**src/verilog/gsp_params.svh**
```systemverilog
`ifndef GSP_PARAMS_SVH
`define GSP_PARAMS_SVH

// register byte offsets
`define GSP_OFS_CTRL 8'h00
`define GSP_OFS_USTHR 8'h04
`define GSP_OFS_SLWORK 8'h08
`define GSP_OFS_SLSTART 8'h0C
`define GSP_OFS_OSTHR 8'h10
`define GSP_OFS_RATIO 8'h14
`define GSP_OFS_SCTIME 8'h18
`define GSP_OFS_EXCLO 8'h1C
`define GSP_OFS_USEFF 8'h20
`define GSP_OFS_ALARM 8'h24
`define GSP_OFS_SETPT 8'h28
`define GSP_OFS_TRIPS 8'h2C

// control register fields
`define GSP_CTRL_JMPEN 0
`define GSP_CTRL_FLAG60 1
`define GSP_CTRL_TRIMEN 2
`define GSP_CTRL_MASK_LSB 8
`define GSP_CTRL_RST 16'hFF00

// reset values of parameter words
`define GSP_USTHR_RST 15'h4000
`define GSP_SLWORK_RST 15'h2328
`define GSP_SLSTART_RST 15'h1770
`define GSP_OSTHR_RST 16'h0000
`define GSP_RATIO_RST 16'h0000
`define GSP_SCTIME_RST 8'h00
`define GSP_EXCLO_RST 16'h0400

// frequency points in centihertz, 50 Hz scale
`define GSP_US_LO 32'h0000_0FA0
`define GSP_US_MID 32'h0000_1194
`define GSP_SPAN 32'h0000_01F4
`define GSP_OS_MID 32'h0000_157C
`define GSP_HALF 32'h0000_4000
`define GSP_HALF_M1 32'h0000_3FFF
`define GSP_FULL 32'h0000_7FFF

// voltage math
`define GSP_VF_SHIFT 26
`define GSP_MIN_FRAC 48'h0000_0000_2000
`define GSP_EXC_UPPER 16'h7000

// alarm word bits (alarm n at bit n-1)
`define GSP_AL_SHORT 3
`define GSP_AL_UNDERSPD 5
`define GSP_AL_OVERSPD 6
`define GSP_AL_UNDEREXC 7
`define GSP_AL_OK 11

// timing
`define GSP_CLK_PERIOD_NS 4
`define GSP_CTRL_PERIOD_NS 1000
`define GSP_CTRL_CYCLES (`GSP_CTRL_PERIOD_NS / `GSP_CLK_PERIOD_NS)
`define GSP_TENTH_MS 100
`define GSP_TENTH_CYCLES (`GSP_TENTH_MS * 1000000 / `GSP_CLK_PERIOD_NS)

`endif

```
**src/verilog/gsp_pkg.sv**
```systemverilog
package gsp_pkg;

    // slope phase: start-up ramp until first pass over trip point
    typedef enum logic [1:0] {
        GSP_START = 2'b01,
        GSP_RUN = 2'b10
    } gsp_phase_t;

endpackage

```
**src/verilog/gsp_speed_prot.sv**
```systemverilog
// Summary of operation
// - below trip, setpoint falls with frequency
// - trip from jumper, flag, trimmer, parameter
// - volts-per-hertz active raises alarm 6, flash
// - parameter 16384 trips at 45/54 Hz
// - 60 Hz if enabled jumper or flag
// - 0..16384 moves trip from 40/48 Hz
// - 16384..32767 raises trip to 50/60 Hz
// - working slope resets 9000, zero no cut
// - effective trimmer threshold readable as status
// - threshold or working slope write disables trimmer
// - above trip restore setpoint, drop alarm 6
// - overspeed zero trips at 55/66 Hz
// - negative overspeed lowers trip to 50/60
// - positive overspeed raises trip to 60/72
// - reduction floored to keep supply sufficient
// - supply ratio word sets the floor
// - start slope 6000 until first over trip
// - short circuit timer tenths then block
// - excitation outside window raises alarm 8
// - upper excitation limit fixed, lower set
// - underexcitation only signals, never regulates
// - alarm word bit n-1, bit 11 ok
`include "gsp_params.svh"

module gsp_speed_prot #(
    parameter int TENTH_CYCLES = `GSP_TENTH_CYCLES // 0.1 s in clocks
) (
    input wire logic clk, // 250 MHz clock
    input wire logic nrst, // sync reset, low
    input wire logic hsel, // slave select
    input wire logic [7:0] haddr, // byte address
    input wire logic [1:0] htrans, // transfer type
    input wire logic hwrite, // write when high
    input wire logic [2:0] hsize, // word only
    input wire logic [31:0] hwdata, // write data
    input wire logic hready, // bus ready
    output logic hreadyout, // slave ready
    output logic hresp, // always okay
    output logic [31:0] hrdata, // read data
    input wire logic [15:0] freqMeas, // centihertz
    input wire logic jumper60, // 60 Hz jumper fitted
    input wire logic [14:0] trimmerPos, // speed trimmer
    input wire logic [15:0] nominalSet, // nominal setpoint
    input wire logic [15:0] excMeas, // excitation measure
    input wire logic shortCircuit, // short detected
    output logic [15:0] setpointOut, // to voltage loop
    output logic alarmOutput, // alarm output relay
    output logic blocked, // regulator blocked
    output logic [3:0] flashCode // indicator pattern
);

    // all points are centihertz on the 50 Hz scale; the
    // 60 Hz scale is applied once, afterwards, so the two
    // modes share one interpolation. the lower span is a
    // power of two, so a shift stands in for the divide.
    // integer interpolation of the underspeed trip, 50 Hz scale
    function automatic logic [15:0] usTrip50(
        input logic [14:0] p
    );
        logic [31:0] t;
        t = 32'(p);
        if (t <= `GSP_HALF) begin
            usTrip50 = 16'(`GSP_US_LO + ((t * `GSP_SPAN) >> 14));
        end else begin
            usTrip50 = 16'(`GSP_US_MID
                + ((t - `GSP_HALF) * `GSP_SPAN) / `GSP_HALF_M1);
        end
    endfunction

    // division truncates toward zero, so a word of -1 still
    // trips at the nominal overspeed point.
    // signed overspeed trip, one line through 55 Hz
    function automatic logic [15:0] osTrip50(
        input logic [15:0] p
    );
        logic signed [31:0] t;
        t = 32'(signed'(p)) * signed'(`GSP_SPAN);
        t = t / signed'(`GSP_FULL);
        osTrip50 = 16'(signed'(`GSP_OS_MID) + t);
    endfunction

    // six fifths in integers: every end point is a multiple
    // of five centihertz, so none of them is rounded.
    // 60 Hz points are the 50 Hz points times six fifths
    function automatic logic [15:0] modeScale(
        input logic [15:0] f,
        input logic m60
    );
        logic [31:0] t;
        t = (32'(f) * 32'h0000_0006) / 32'h0000_0005;
        modeScale = m60 ? 16'(t) : f;
    endfunction

    // parameter words change only by a whole-word write, so
    // a tick never sees half of a new value.
    // configuration and status registers
    logic [15:0] ctrl_ff; // mode bits and alarm mask
    logic [14:0] usThr_ff; // underspeed parameter
    logic [14:0] slWork_ff; // working slope
    logic [14:0] slStart_ff; // start-up slope
    logic [15:0] osThr_ff; // overspeed parameter, signed
    logic [15:0] ratio_ff; // supply ratio word
    logic [7:0] scTime_ff; // short timer, tenths
    logic [15:0] excLo_ff; // excitation lower limit
    logic [14:0] usEff_ff; // published threshold
    logic [15:0] usTripR_ff; // latched trip, underspeed
    logic [15:0] osTripR_ff; // latched trip, overspeed
    logic [15:0] alarm_ff; // alarm word
    gsp_pkg::gsp_phase_t phase_ff; // slope phase
    gsp_pkg::gsp_phase_t nxt_phase;

    // no wait states: the data phase is always the cycle
    // right after its address phase.
    // bus data-phase state
    logic wrPend_ff; // write in data phase
    logic [7:0] wrAddr_ff; // its address
    logic [31:0] rdata_ff; // read data register

    // the short timer counts raw clocks, so its resolution
    // does not depend on the control tick period.
    // control-cycle divider and short timer
    logic [11:0] tickCnt_ff; // control cycle divider
    logic [31:0] tenthCnt_ff; // clocks in a tenth
    logic [7:0] tenths_ff; // tenths under short
    logic blocked_ff; // sticky block
    logic [15:0] setpt_ff; // setpoint register
    logic apo_ff; // alarm output register
    logic [3:0] flash_ff; // indicator pattern reg

    // hready gates the accept so that a transfer stalled by
    // another slave is not taken twice.
    // address phase decode
    wire addrPhase = hsel & htrans[1] & hready;
    wire rdAccept = addrPhase & ~hwrite;
    wire wrAccept = addrPhase & hwrite;
    wire tick = (tickCnt_ff == 12'(`GSP_CTRL_CYCLES - 1));

    // strobes live in the data phase, while hwdata stands;
    // read-only and unmapped offsets get none.
    // write strobes, one per register
    wire wCtrl = wrPend_ff & (wrAddr_ff == `GSP_OFS_CTRL);
    wire wUs = wrPend_ff & (wrAddr_ff == `GSP_OFS_USTHR);
    wire wSlW = wrPend_ff & (wrAddr_ff == `GSP_OFS_SLWORK);
    wire wSlS = wrPend_ff & (wrAddr_ff == `GSP_OFS_SLSTART);
    wire wOs = wrPend_ff & (wrAddr_ff == `GSP_OFS_OSTHR);
    wire wRat = wrPend_ff & (wrAddr_ff == `GSP_OFS_RATIO);
    wire wSct = wrPend_ff & (wrAddr_ff == `GSP_OFS_SCTIME);
    wire wExc = wrPend_ff & (wrAddr_ff == `GSP_OFS_EXCLO);

    // the jumper counts only while its enable bit is set;
    // the flag forces 60 Hz alone. the trimmer replaces the
    // parameter word rather than offsetting it.
    // mode and threshold source
    wire trimEn = ctrl_ff[`GSP_CTRL_TRIMEN];
    wire mode60 = (ctrl_ff[`GSP_CTRL_JMPEN] & jumper60)
        | ctrl_ff[`GSP_CTRL_FLAG60];
    wire [14:0] usParam = trimEn ? trimmerPos : usThr_ff;
    wire [15:0] usTrip = modeScale(usTrip50(usParam), mode60);
    wire [15:0] osTrip = modeScale(osTrip50(osThr_ff), mode60);

    // the lowest overspeed trip equals the highest underspeed
    // trip, so alarms 6 and 7 never stand together.
    // alarm conditions from the latest measurement
    wire underSpd = freqMeas < usTrip;
    wire overSpd = freqMeas > osTrip;
    wire excBad = (excMeas > `GSP_EXC_UPPER)
        | (excMeas < excLo_ff);

    // the full product fits in 47 bits, so nothing is lost
    // before the shift; the clamp keeps a steep slope from
    // wrapping the setpoint below zero.
    // volts-per-hertz drop; zero slope gives zero drop
    wire [14:0] slope = (phase_ff == gsp_pkg::GSP_START)
        ? slStart_ff : slWork_ff;
    wire [15:0] dF = underSpd ? 16'(usTrip - freqMeas) : 16'h0000;
    wire [47:0] dropW = (48'(nominalSet) * 48'(dF) * 48'(slope))
        >> `GSP_VF_SHIFT;
    wire [15:0] drop = (dropW > 48'(nominalSet))
        ? nominalSet : 16'(dropW);
    wire [15:0] scaled = 16'(nominalSet - drop);

    // the floor is a quarter of nominal on a phase feed and
    // rises with the supply ratio; it overrides the slope so
    // the regulator's own supply cannot collapse.
    // floor: keep auxiliary supply up, ratio widens it
    wire [47:0] floorW = (48'(nominalSet) * `GSP_MIN_FRAC
        * 48'(17'(`GSP_FULL) + 17'(ratio_ff))) >> 30;
    wire [15:0] floorV = (floorW > 48'(nominalSet))
        ? nominalSet : 16'(floorW);
    wire [15:0] nxt_setpt = (scaled < floorV)
        ? floorV : scaled;

    // alarms outside this block stay zero, so the ok bit
    // simply means none of the low byte is set.
    // alarm word, bit n-1 for alarm n
    logic [15:0] nxt_alarm;
    always_comb begin
        nxt_alarm = 16'h0000;
        nxt_alarm[`GSP_AL_SHORT] = shortCircuit;
        nxt_alarm[`GSP_AL_UNDERSPD] = underSpd;
        nxt_alarm[`GSP_AL_OVERSPD] = overSpd;
        nxt_alarm[`GSP_AL_UNDEREXC] = excBad;
        nxt_alarm[`GSP_AL_OK] = ~(|nxt_alarm[7:0]);
    end

    // only a reset brings the start slope back.
    // start slope is kept until frequency first tops the trip
    assign nxt_phase = (phase_ff == gsp_pkg::GSP_START)
        & ~underSpd ? gsp_pkg::GSP_RUN : phase_ff;

    // one pattern at a time; underspeed wins since it is the
    // alarm that is reshaping the setpoint.
    // flash pattern: alarm number, volts-per-hertz ahead
    wire [3:0] nxt_flash = underSpd ? 4'h6
        : shortCircuit ? 4'h4
        : overSpd ? 4'h7
        : excBad ? 4'h8 : 4'h0;

    // mask bit n-1 routes alarm n to the relay.
    // alarm output through software mask only; no regulation
    wire nxt_apo = |(nxt_alarm[7:0]
        & ctrl_ff[`GSP_CTRL_MASK_LSB +: 8]);

    // the tenths count saturates so a long short cannot wrap
    // under the limit; a zero limit never expires, which is
    // how blocking is switched off.
    // short-circuit timing
    wire tenthDone = (tenthCnt_ff == 32'(TENTH_CYCLES - 1));
    wire scExpire = shortCircuit & (scTime_ff != 8'h00)
        & (tenths_ff >= scTime_ff);

    // read data is captured in the address phase, so hrdata
    // comes from a flip-flop; reads have no side effects.
    // read mux, address phase
    logic [31:0] rdMux;
    always_comb begin
        unique case (haddr)
            `GSP_OFS_CTRL: rdMux = {16'h0000, ctrl_ff};
            `GSP_OFS_USTHR: rdMux = {17'h00000, usThr_ff};
            `GSP_OFS_SLWORK: rdMux = {17'h00000, slWork_ff};
            `GSP_OFS_SLSTART: rdMux = {17'h00000, slStart_ff};
            `GSP_OFS_OSTHR: rdMux = {16'h0000, osThr_ff};
            `GSP_OFS_RATIO: rdMux = {16'h0000, ratio_ff};
            `GSP_OFS_SCTIME: rdMux = {24'h000000, scTime_ff};
            `GSP_OFS_EXCLO: rdMux = {16'h0000, excLo_ff};
            `GSP_OFS_USEFF: rdMux = {17'h00000, usEff_ff};
            `GSP_OFS_ALARM: rdMux = {16'h0000, alarm_ff};
            `GSP_OFS_SETPT: rdMux = {16'h0000, setpt_ff};
            `GSP_OFS_TRIPS: rdMux = {osTripR_ff, usTripR_ff};
            default: rdMux = 32'h0000_0000; // unmapped reads zero
        endcase
    end

    // one pending write per accepted write address phase.
    // bus phase tracking
    always_ff @(posedge clk) begin
        if (!nrst) begin
            wrPend_ff <= 1'b0;
            wrAddr_ff <= 8'h00;
            rdata_ff <= 32'h0000_0000;
        end else begin
            wrPend_ff <= wrAccept;
            if (wrAccept) begin
                wrAddr_ff <= haddr;
            end
            if (rdAccept) begin
                rdata_ff <= rdMux;
            end
        end
    end

    // a ctrl write and a parameter write cannot share a cycle,
    // as only one data phase is live at a time.
    // control register; threshold and working slope writes drop the trimmer
    always_ff @(posedge clk) begin
        if (!nrst) begin
            ctrl_ff <= `GSP_CTRL_RST;
        end else if (wCtrl) begin
            ctrl_ff <= hwdata[15:0];
        end else if (wUs | wSlW) begin
            ctrl_ff[`GSP_CTRL_TRIMEN] <= 1'b0;
        end
    end

    // parameter words
    always_ff @(posedge clk) begin
        if (!nrst) begin
            usThr_ff <= `GSP_USTHR_RST;
            slWork_ff <= `GSP_SLWORK_RST;
            slStart_ff <= `GSP_SLSTART_RST;
            osThr_ff <= `GSP_OSTHR_RST;
            ratio_ff <= `GSP_RATIO_RST;
            scTime_ff <= `GSP_SCTIME_RST;
            excLo_ff <= `GSP_EXCLO_RST;
        end else begin
            if (wUs) usThr_ff <= hwdata[14:0];
            if (wSlW) slWork_ff <= hwdata[14:0];
            if (wSlS) slStart_ff <= hwdata[14:0];
            if (wOs) osThr_ff <= hwdata[15:0];
            if (wRat) ratio_ff <= hwdata[15:0];
            if (wSct) scTime_ff <= hwdata[7:0];
            if (wExc) excLo_ff <= hwdata[15:0];
        end
    end

    // free running; one tick per 250 clocks from reset.
    // control-cycle divider
    always_ff @(posedge clk) begin
        if (!nrst) begin
            tickCnt_ff <= 12'h000;
        end else begin
            tickCnt_ff <= tick ? 12'h000 : 12'(tickCnt_ff + 12'h001);
        end
    end

    // setpoint, alarm word and flash move together on the
    // tick, so the voltage loop never sees them disagree.
    // once per control cycle: trips, alarms, setpoint
    always_ff @(posedge clk) begin
        if (!nrst) begin
            phase_ff <= gsp_pkg::GSP_START;
            usEff_ff <= `GSP_USTHR_RST;
            usTripR_ff <= 16'h0000;
            osTripR_ff <= 16'h0000;
            alarm_ff <= 16'h0800;
            setpt_ff <= 16'h0000;
            apo_ff <= 1'b0;
            flash_ff <= 4'h0;
        end else if (tick) begin
            phase_ff <= nxt_phase;
            usEff_ff <= usParam;
            usTripR_ff <= usTrip;
            osTripR_ff <= osTrip;
            alarm_ff <= nxt_alarm;
            setpt_ff <= nxt_setpt;
            apo_ff <= nxt_apo;
            flash_ff <= nxt_flash;
        end
    end

    // a short that clears resets the count; blocking stays.
    // short-circuit timer in tenths; block holds till reset
    always_ff @(posedge clk) begin
        if (!nrst) begin
            tenthCnt_ff <= 32'h0000_0000;
            tenths_ff <= 8'h00;
            blocked_ff <= 1'b0;
        end else if (!shortCircuit) begin
            tenthCnt_ff <= 32'h0000_0000;
            tenths_ff <= 8'h00;
        end else begin
            tenthCnt_ff <= tenthDone ? 32'h0000_0000
                : tenthCnt_ff + 32'h0000_0001;
            if (tenthDone && tenths_ff != 8'hFF) begin
                tenths_ff <= tenths_ff + 8'h01;
            end
            if (scExpire) begin
                blocked_ff <= 1'b1;
            end
        end
    end

    // zero wait states, always an okay response.
    // outputs
    assign hreadyout = 1'b1;
    assign hresp = 1'b0;
    assign hrdata = rdata_ff;
    assign setpointOut = setpt_ff;
    assign alarmOutput = apo_ff;
    assign blocked = blocked_ff;
    assign flashCode = flash_ff;

endmodule // gsp_speed_prot
```
**config.mk**
```make
export PLATFORM = sky130hd
export DESIGN_NAME = gsp_speed_prot
export DESIGN_NICKNAME = d
export VERILOG_FILES = /design/src/verilog/gsp_pkg.sv /design/src/verilog/gsp_speed_prot.sv
export VERILOG_INCLUDE_DIRS = /design/src /design/src/verilog
export SDC_FILE = /design/constraint.sdc
export NUM_CORES = 2
export LEC_CHECK = 0
export ABC_AREA = 1
export BUFFER_PORTS_ARGS = -buffer_cell sky130_fd_sc_hd__buf_2
export CORE_ASPECT_RATIO = 1.75
export CORE_MARGIN = 3
export CORE_UTILIZATION = 36
export DETAILED_ROUTE_END_ITERATION = 7
export PLACE_DENSITY = 0.62
export SLEW_MARGIN = 20
export SYNTH_ARGS = -nofsm -noshare
export SYNTH_HDL_FRONTEND = slang
export SYNTH_SLANG_ARGS = --single-unit
```
**constraint.sdc**
```tcl
create_clock -name clk -period 97.7 [get_ports clk]
set_input_delay 14.655 -clock clk [delete_from_list [all_inputs] [get_ports clk]]
set_output_delay 14.655 -clock clk [all_outputs]
set_load 0.02 [all_outputs]
```
==> results.md <==
* Status: completed
* Final hold viol count at 0
* Total negative slack at 0 ns
* Worst-path fanout max at 50
* Vias in the first global route at approximately 84000
* Final Non-Filler Cells at about 16000
* GPL Wtd Cong at slightly below 1
* Routed Antenna Nets at 0
* Mean Syn Cell Area at ~6.8 sq um
* Num ports at 171
* Crit path arrival time at around 78 ns
* Crit Path Class: in2reg
* IO buf count at 148
* CTS Buf Count at 35
* Area grow syn2layout at 5.253%
* Detailed placer's ending HPWL at roughly 250 mm
* CTS Hold Bufs at 0
* Reg area at approximately 5700 sq um
* Die Ht at around 660 um
* Hold depth at 2
* Layout Skew at approximately 0.027 ns
* # H-tree levels at 2
* Most numerous cell in the Yosys netlist: nand2_1
* Max_cap viols at 0
* Sequential area share after synthesis at between 6 and 7%
* Fillers at 25870
* RSZ-0062 raised after global routing: no
* Final nets at approximately 14000
* Syn Std Cell Area at between 80000 and 90000 sq um
* Max Buffers Root-to-Sink at 3
* DR DRC count at 0
* CTS resizes at 0
* Tightest Pin Transition at between 1 and 1.5 ns
* Hold Path End: blocked
* Site Rows at roughly 240
* RR Startpoint: ctrl_ff[2]
* Layout cell share with drive strength beyond 1 at between 10% and 20%
* Root buf cell: clkbuf_16
* Die area at 248200 sq um
* Commonest cells post-synth: nand2_1, inv_1, nor2_1, fa_1, nand3_1
* GR Util All Layers at 23.27%
* Post-Place Worst Slack at between 20 and 25 ns
* R2R setup slack at between 30 and 40 ns
* Leading area contributor after synthesis: fa_1
* Multi-input logic area at 70300 sq um
* Skew-Pair Late Insertion Delay at between 0.5 and 0.6 ns
* WL/cell at about 18 um
* Highest-delay cell along the critical path: nor2_1
* Ys flop type: dfxtp_1
* Clock transition at path regs at 0.06 ns
* Fmax at between 10 and 15 MHz
* 1st-iter DRT viols at ~4500
* Global route overflow at 0
* First-pass GRT wire length at about 460 mm
* Synth top area share at roughly a fifth
* Crit. End Element: register
* Core area at about 240000 sq um
* Initial antenna violation count at 54
* Final period utilization at around four fifths
* Crit-path most repeated cell: nand2_1
* CP max stage delay at between 0.7 and 0.8 ns
* Synth cell types at 105
* Total number of vias at 82880
* Count of state elements after synthesis at between 200 and 300
* CTS tree: built
* Req. time, crit path at about 100 ns
* Cells on worst reg2reg path at between 300 and 400
* Cells after DPL at roughly 16000
* Final setup viols at 0
* HP Class: reg2reg
* Clk sink count at 286
* Setup ws final at between 20 and 25 ns
* Avg Vias per Cell at 5.194
* Chip width at between 300 and 400 um
* Min cycle time layout at between 70 and 80 ns
* Top cells by area, synth: fa_1, nand2_1, inv_1
* Startpoint types: input port
* Initial core utilization at 36.26%
* # Post-CTS Setup Buffers at 0
* Syn. warnings at 0
* Final Max Slew Viols at 0
* WL final at 292.2 mm
* Max transition margin at about a quarter
* Capturing point of the worst reg2reg path: setpointOut[7]
* Post-synth EDFFs at 0
* DR pass1 iterations at 6
* Largest net degree at the start of global routing at 81
* Fraction of registers with async set/reset at 0%
* Gate Count Post-Synth at 12820
* HP Start: blocked
==> through the flow <==
stage / instance area (sq um) / utilization (%) / hold slack (ns)
after CTS: 91650 / 38.14 / 0.4584
final: 91710 / 38.16 / 0.4563
after detailed placement: 90440 / 37.63 / 0.4452
after floorplan: 87140 / - / 0.4264
after global placement: 90430 / 37.63 / 0.4382
after global routing: 91670 / 38.14 / 0.4768
==> layout make-up <==
type	count	share of cell area [%]
inverter	2356	9.853
clock buffer	46	1.087
sequential	286	6.243
tap	3120	4.257
timing repair buffer	245	1.604
clock inverter	14	0.2360
antenna	22	0.06003
multi-input combinational	9866	76.66
==> worst max-delay path, delay by kind of cell <==
family,cells,cell delay (ns)
XOR/XNOR,6,1.80
AO/OA/AOI/OAI,52,9.37
AND/OR/NAND/NOR,212,33.09
buffers and inverters,39,6.40
adder cells (fa/ha/maj),28,11.98
==> cell usage in the layout, fill, tap and decap left out, types with 24 or more instances in the layout <==
cell,netlist,layout
a21oi_1,457,456
a221oi_1,24,24
a31oi_1,35,35
buf_2,7,147
buf_4,11,98
clkbuf_16,0,35
clkinv_1,54,54
dfxtp_1,286,286
fa_1,909,909
ha_1,633,633
inv_1,2161,2161
inv_2,101,101
nand2_1,2760,2760
nand2_2,521,521
nand2_4,253,253
nand3_1,762,762
nand3_2,157,157
nand3b_1,41,41
nand4_1,254,254
nor2_1,1317,1315
nor2_2,166,167
nor2_4,69,70
nor3_1,143,141
nor4_1,41,41
o211ai_1,68,68
o21ai_0,428,417
o21ai_1,51,55
o21ai_2,28,35
o21bai_1,33,33
o22ai_1,42,42
or2_2,49,49
xnor2_1,107,106
xor2_1,272,272
==> layer usage <==
layer | vias to the layer above | routed length (um) | track usage, %
met2 | 2393 | 149500 | 43.32
li1 | 40060 | - | -
met4 | 30 | 21810 | 14.50
met1 | 39480 | 104000 | 24.24
met3 | 920 | 16700 | 3.418
met5 | - | 192 | 0
==> worst max path at each step <==
stage,to,start,slack [ns],cells past startpoint
CTS,setpointOut[7],trimmerPos[2],20.68,337
global placement,setpointOut[7],trimmerPos[2],20.45,339
floorplan,setpointOut[4],trimmerPos[12],35.67,377
detailed placement,setpointOut[7],trimmerPos[2],20.23,337
finish,setpointOut[7],trimmerPos[2],20.49,337
global route,setpointOut[4],trimmerPos[2],15.24,340
==> state kept, by name, summed over array words and instances, names as in the netlist, 12 cells and up <==
| signal | flops |
|---|---|
| hrdata | 32 |
| tenthCnt_ff | 32 |
| ctrl_ff | 16 |
| excLo_ff | 16 |
| osThr_ff | 16 |
| osTripR_ff | 16 |
| ratio_ff | 16 |
| setpointOut | 16 |
| usTripR_ff | 16 |
| slStart_ff | 15 |
| slWork_ff | 15 |
| usEff_ff | 15 |
| usThr_ff | 15 |
| tickCnt_ff | 12 |
==> logic make-up (layout without fill, tap and decap cells) <==
group / after synthesis / in the layout / synth area share [%]
AND/OR/NAND/NOR: 6624 / 6624 / 37.83
buffers and inverters: 2669 / 2661 / 12.83
adder cells (fa/ha/maj): 1542 / 1542 / 29.98
AO/OA/AOI/OAI: 1306 / 1306 / 8.773
XOR/XNOR: 389 / 389 / 4.009
flip-flops: 286 / 286 / 6.571
other: 2 / 27 / 0.008619
Power is not shown: default switching activity piles up to over one toggle a cycle in this logic, so the estimate is an artifact.
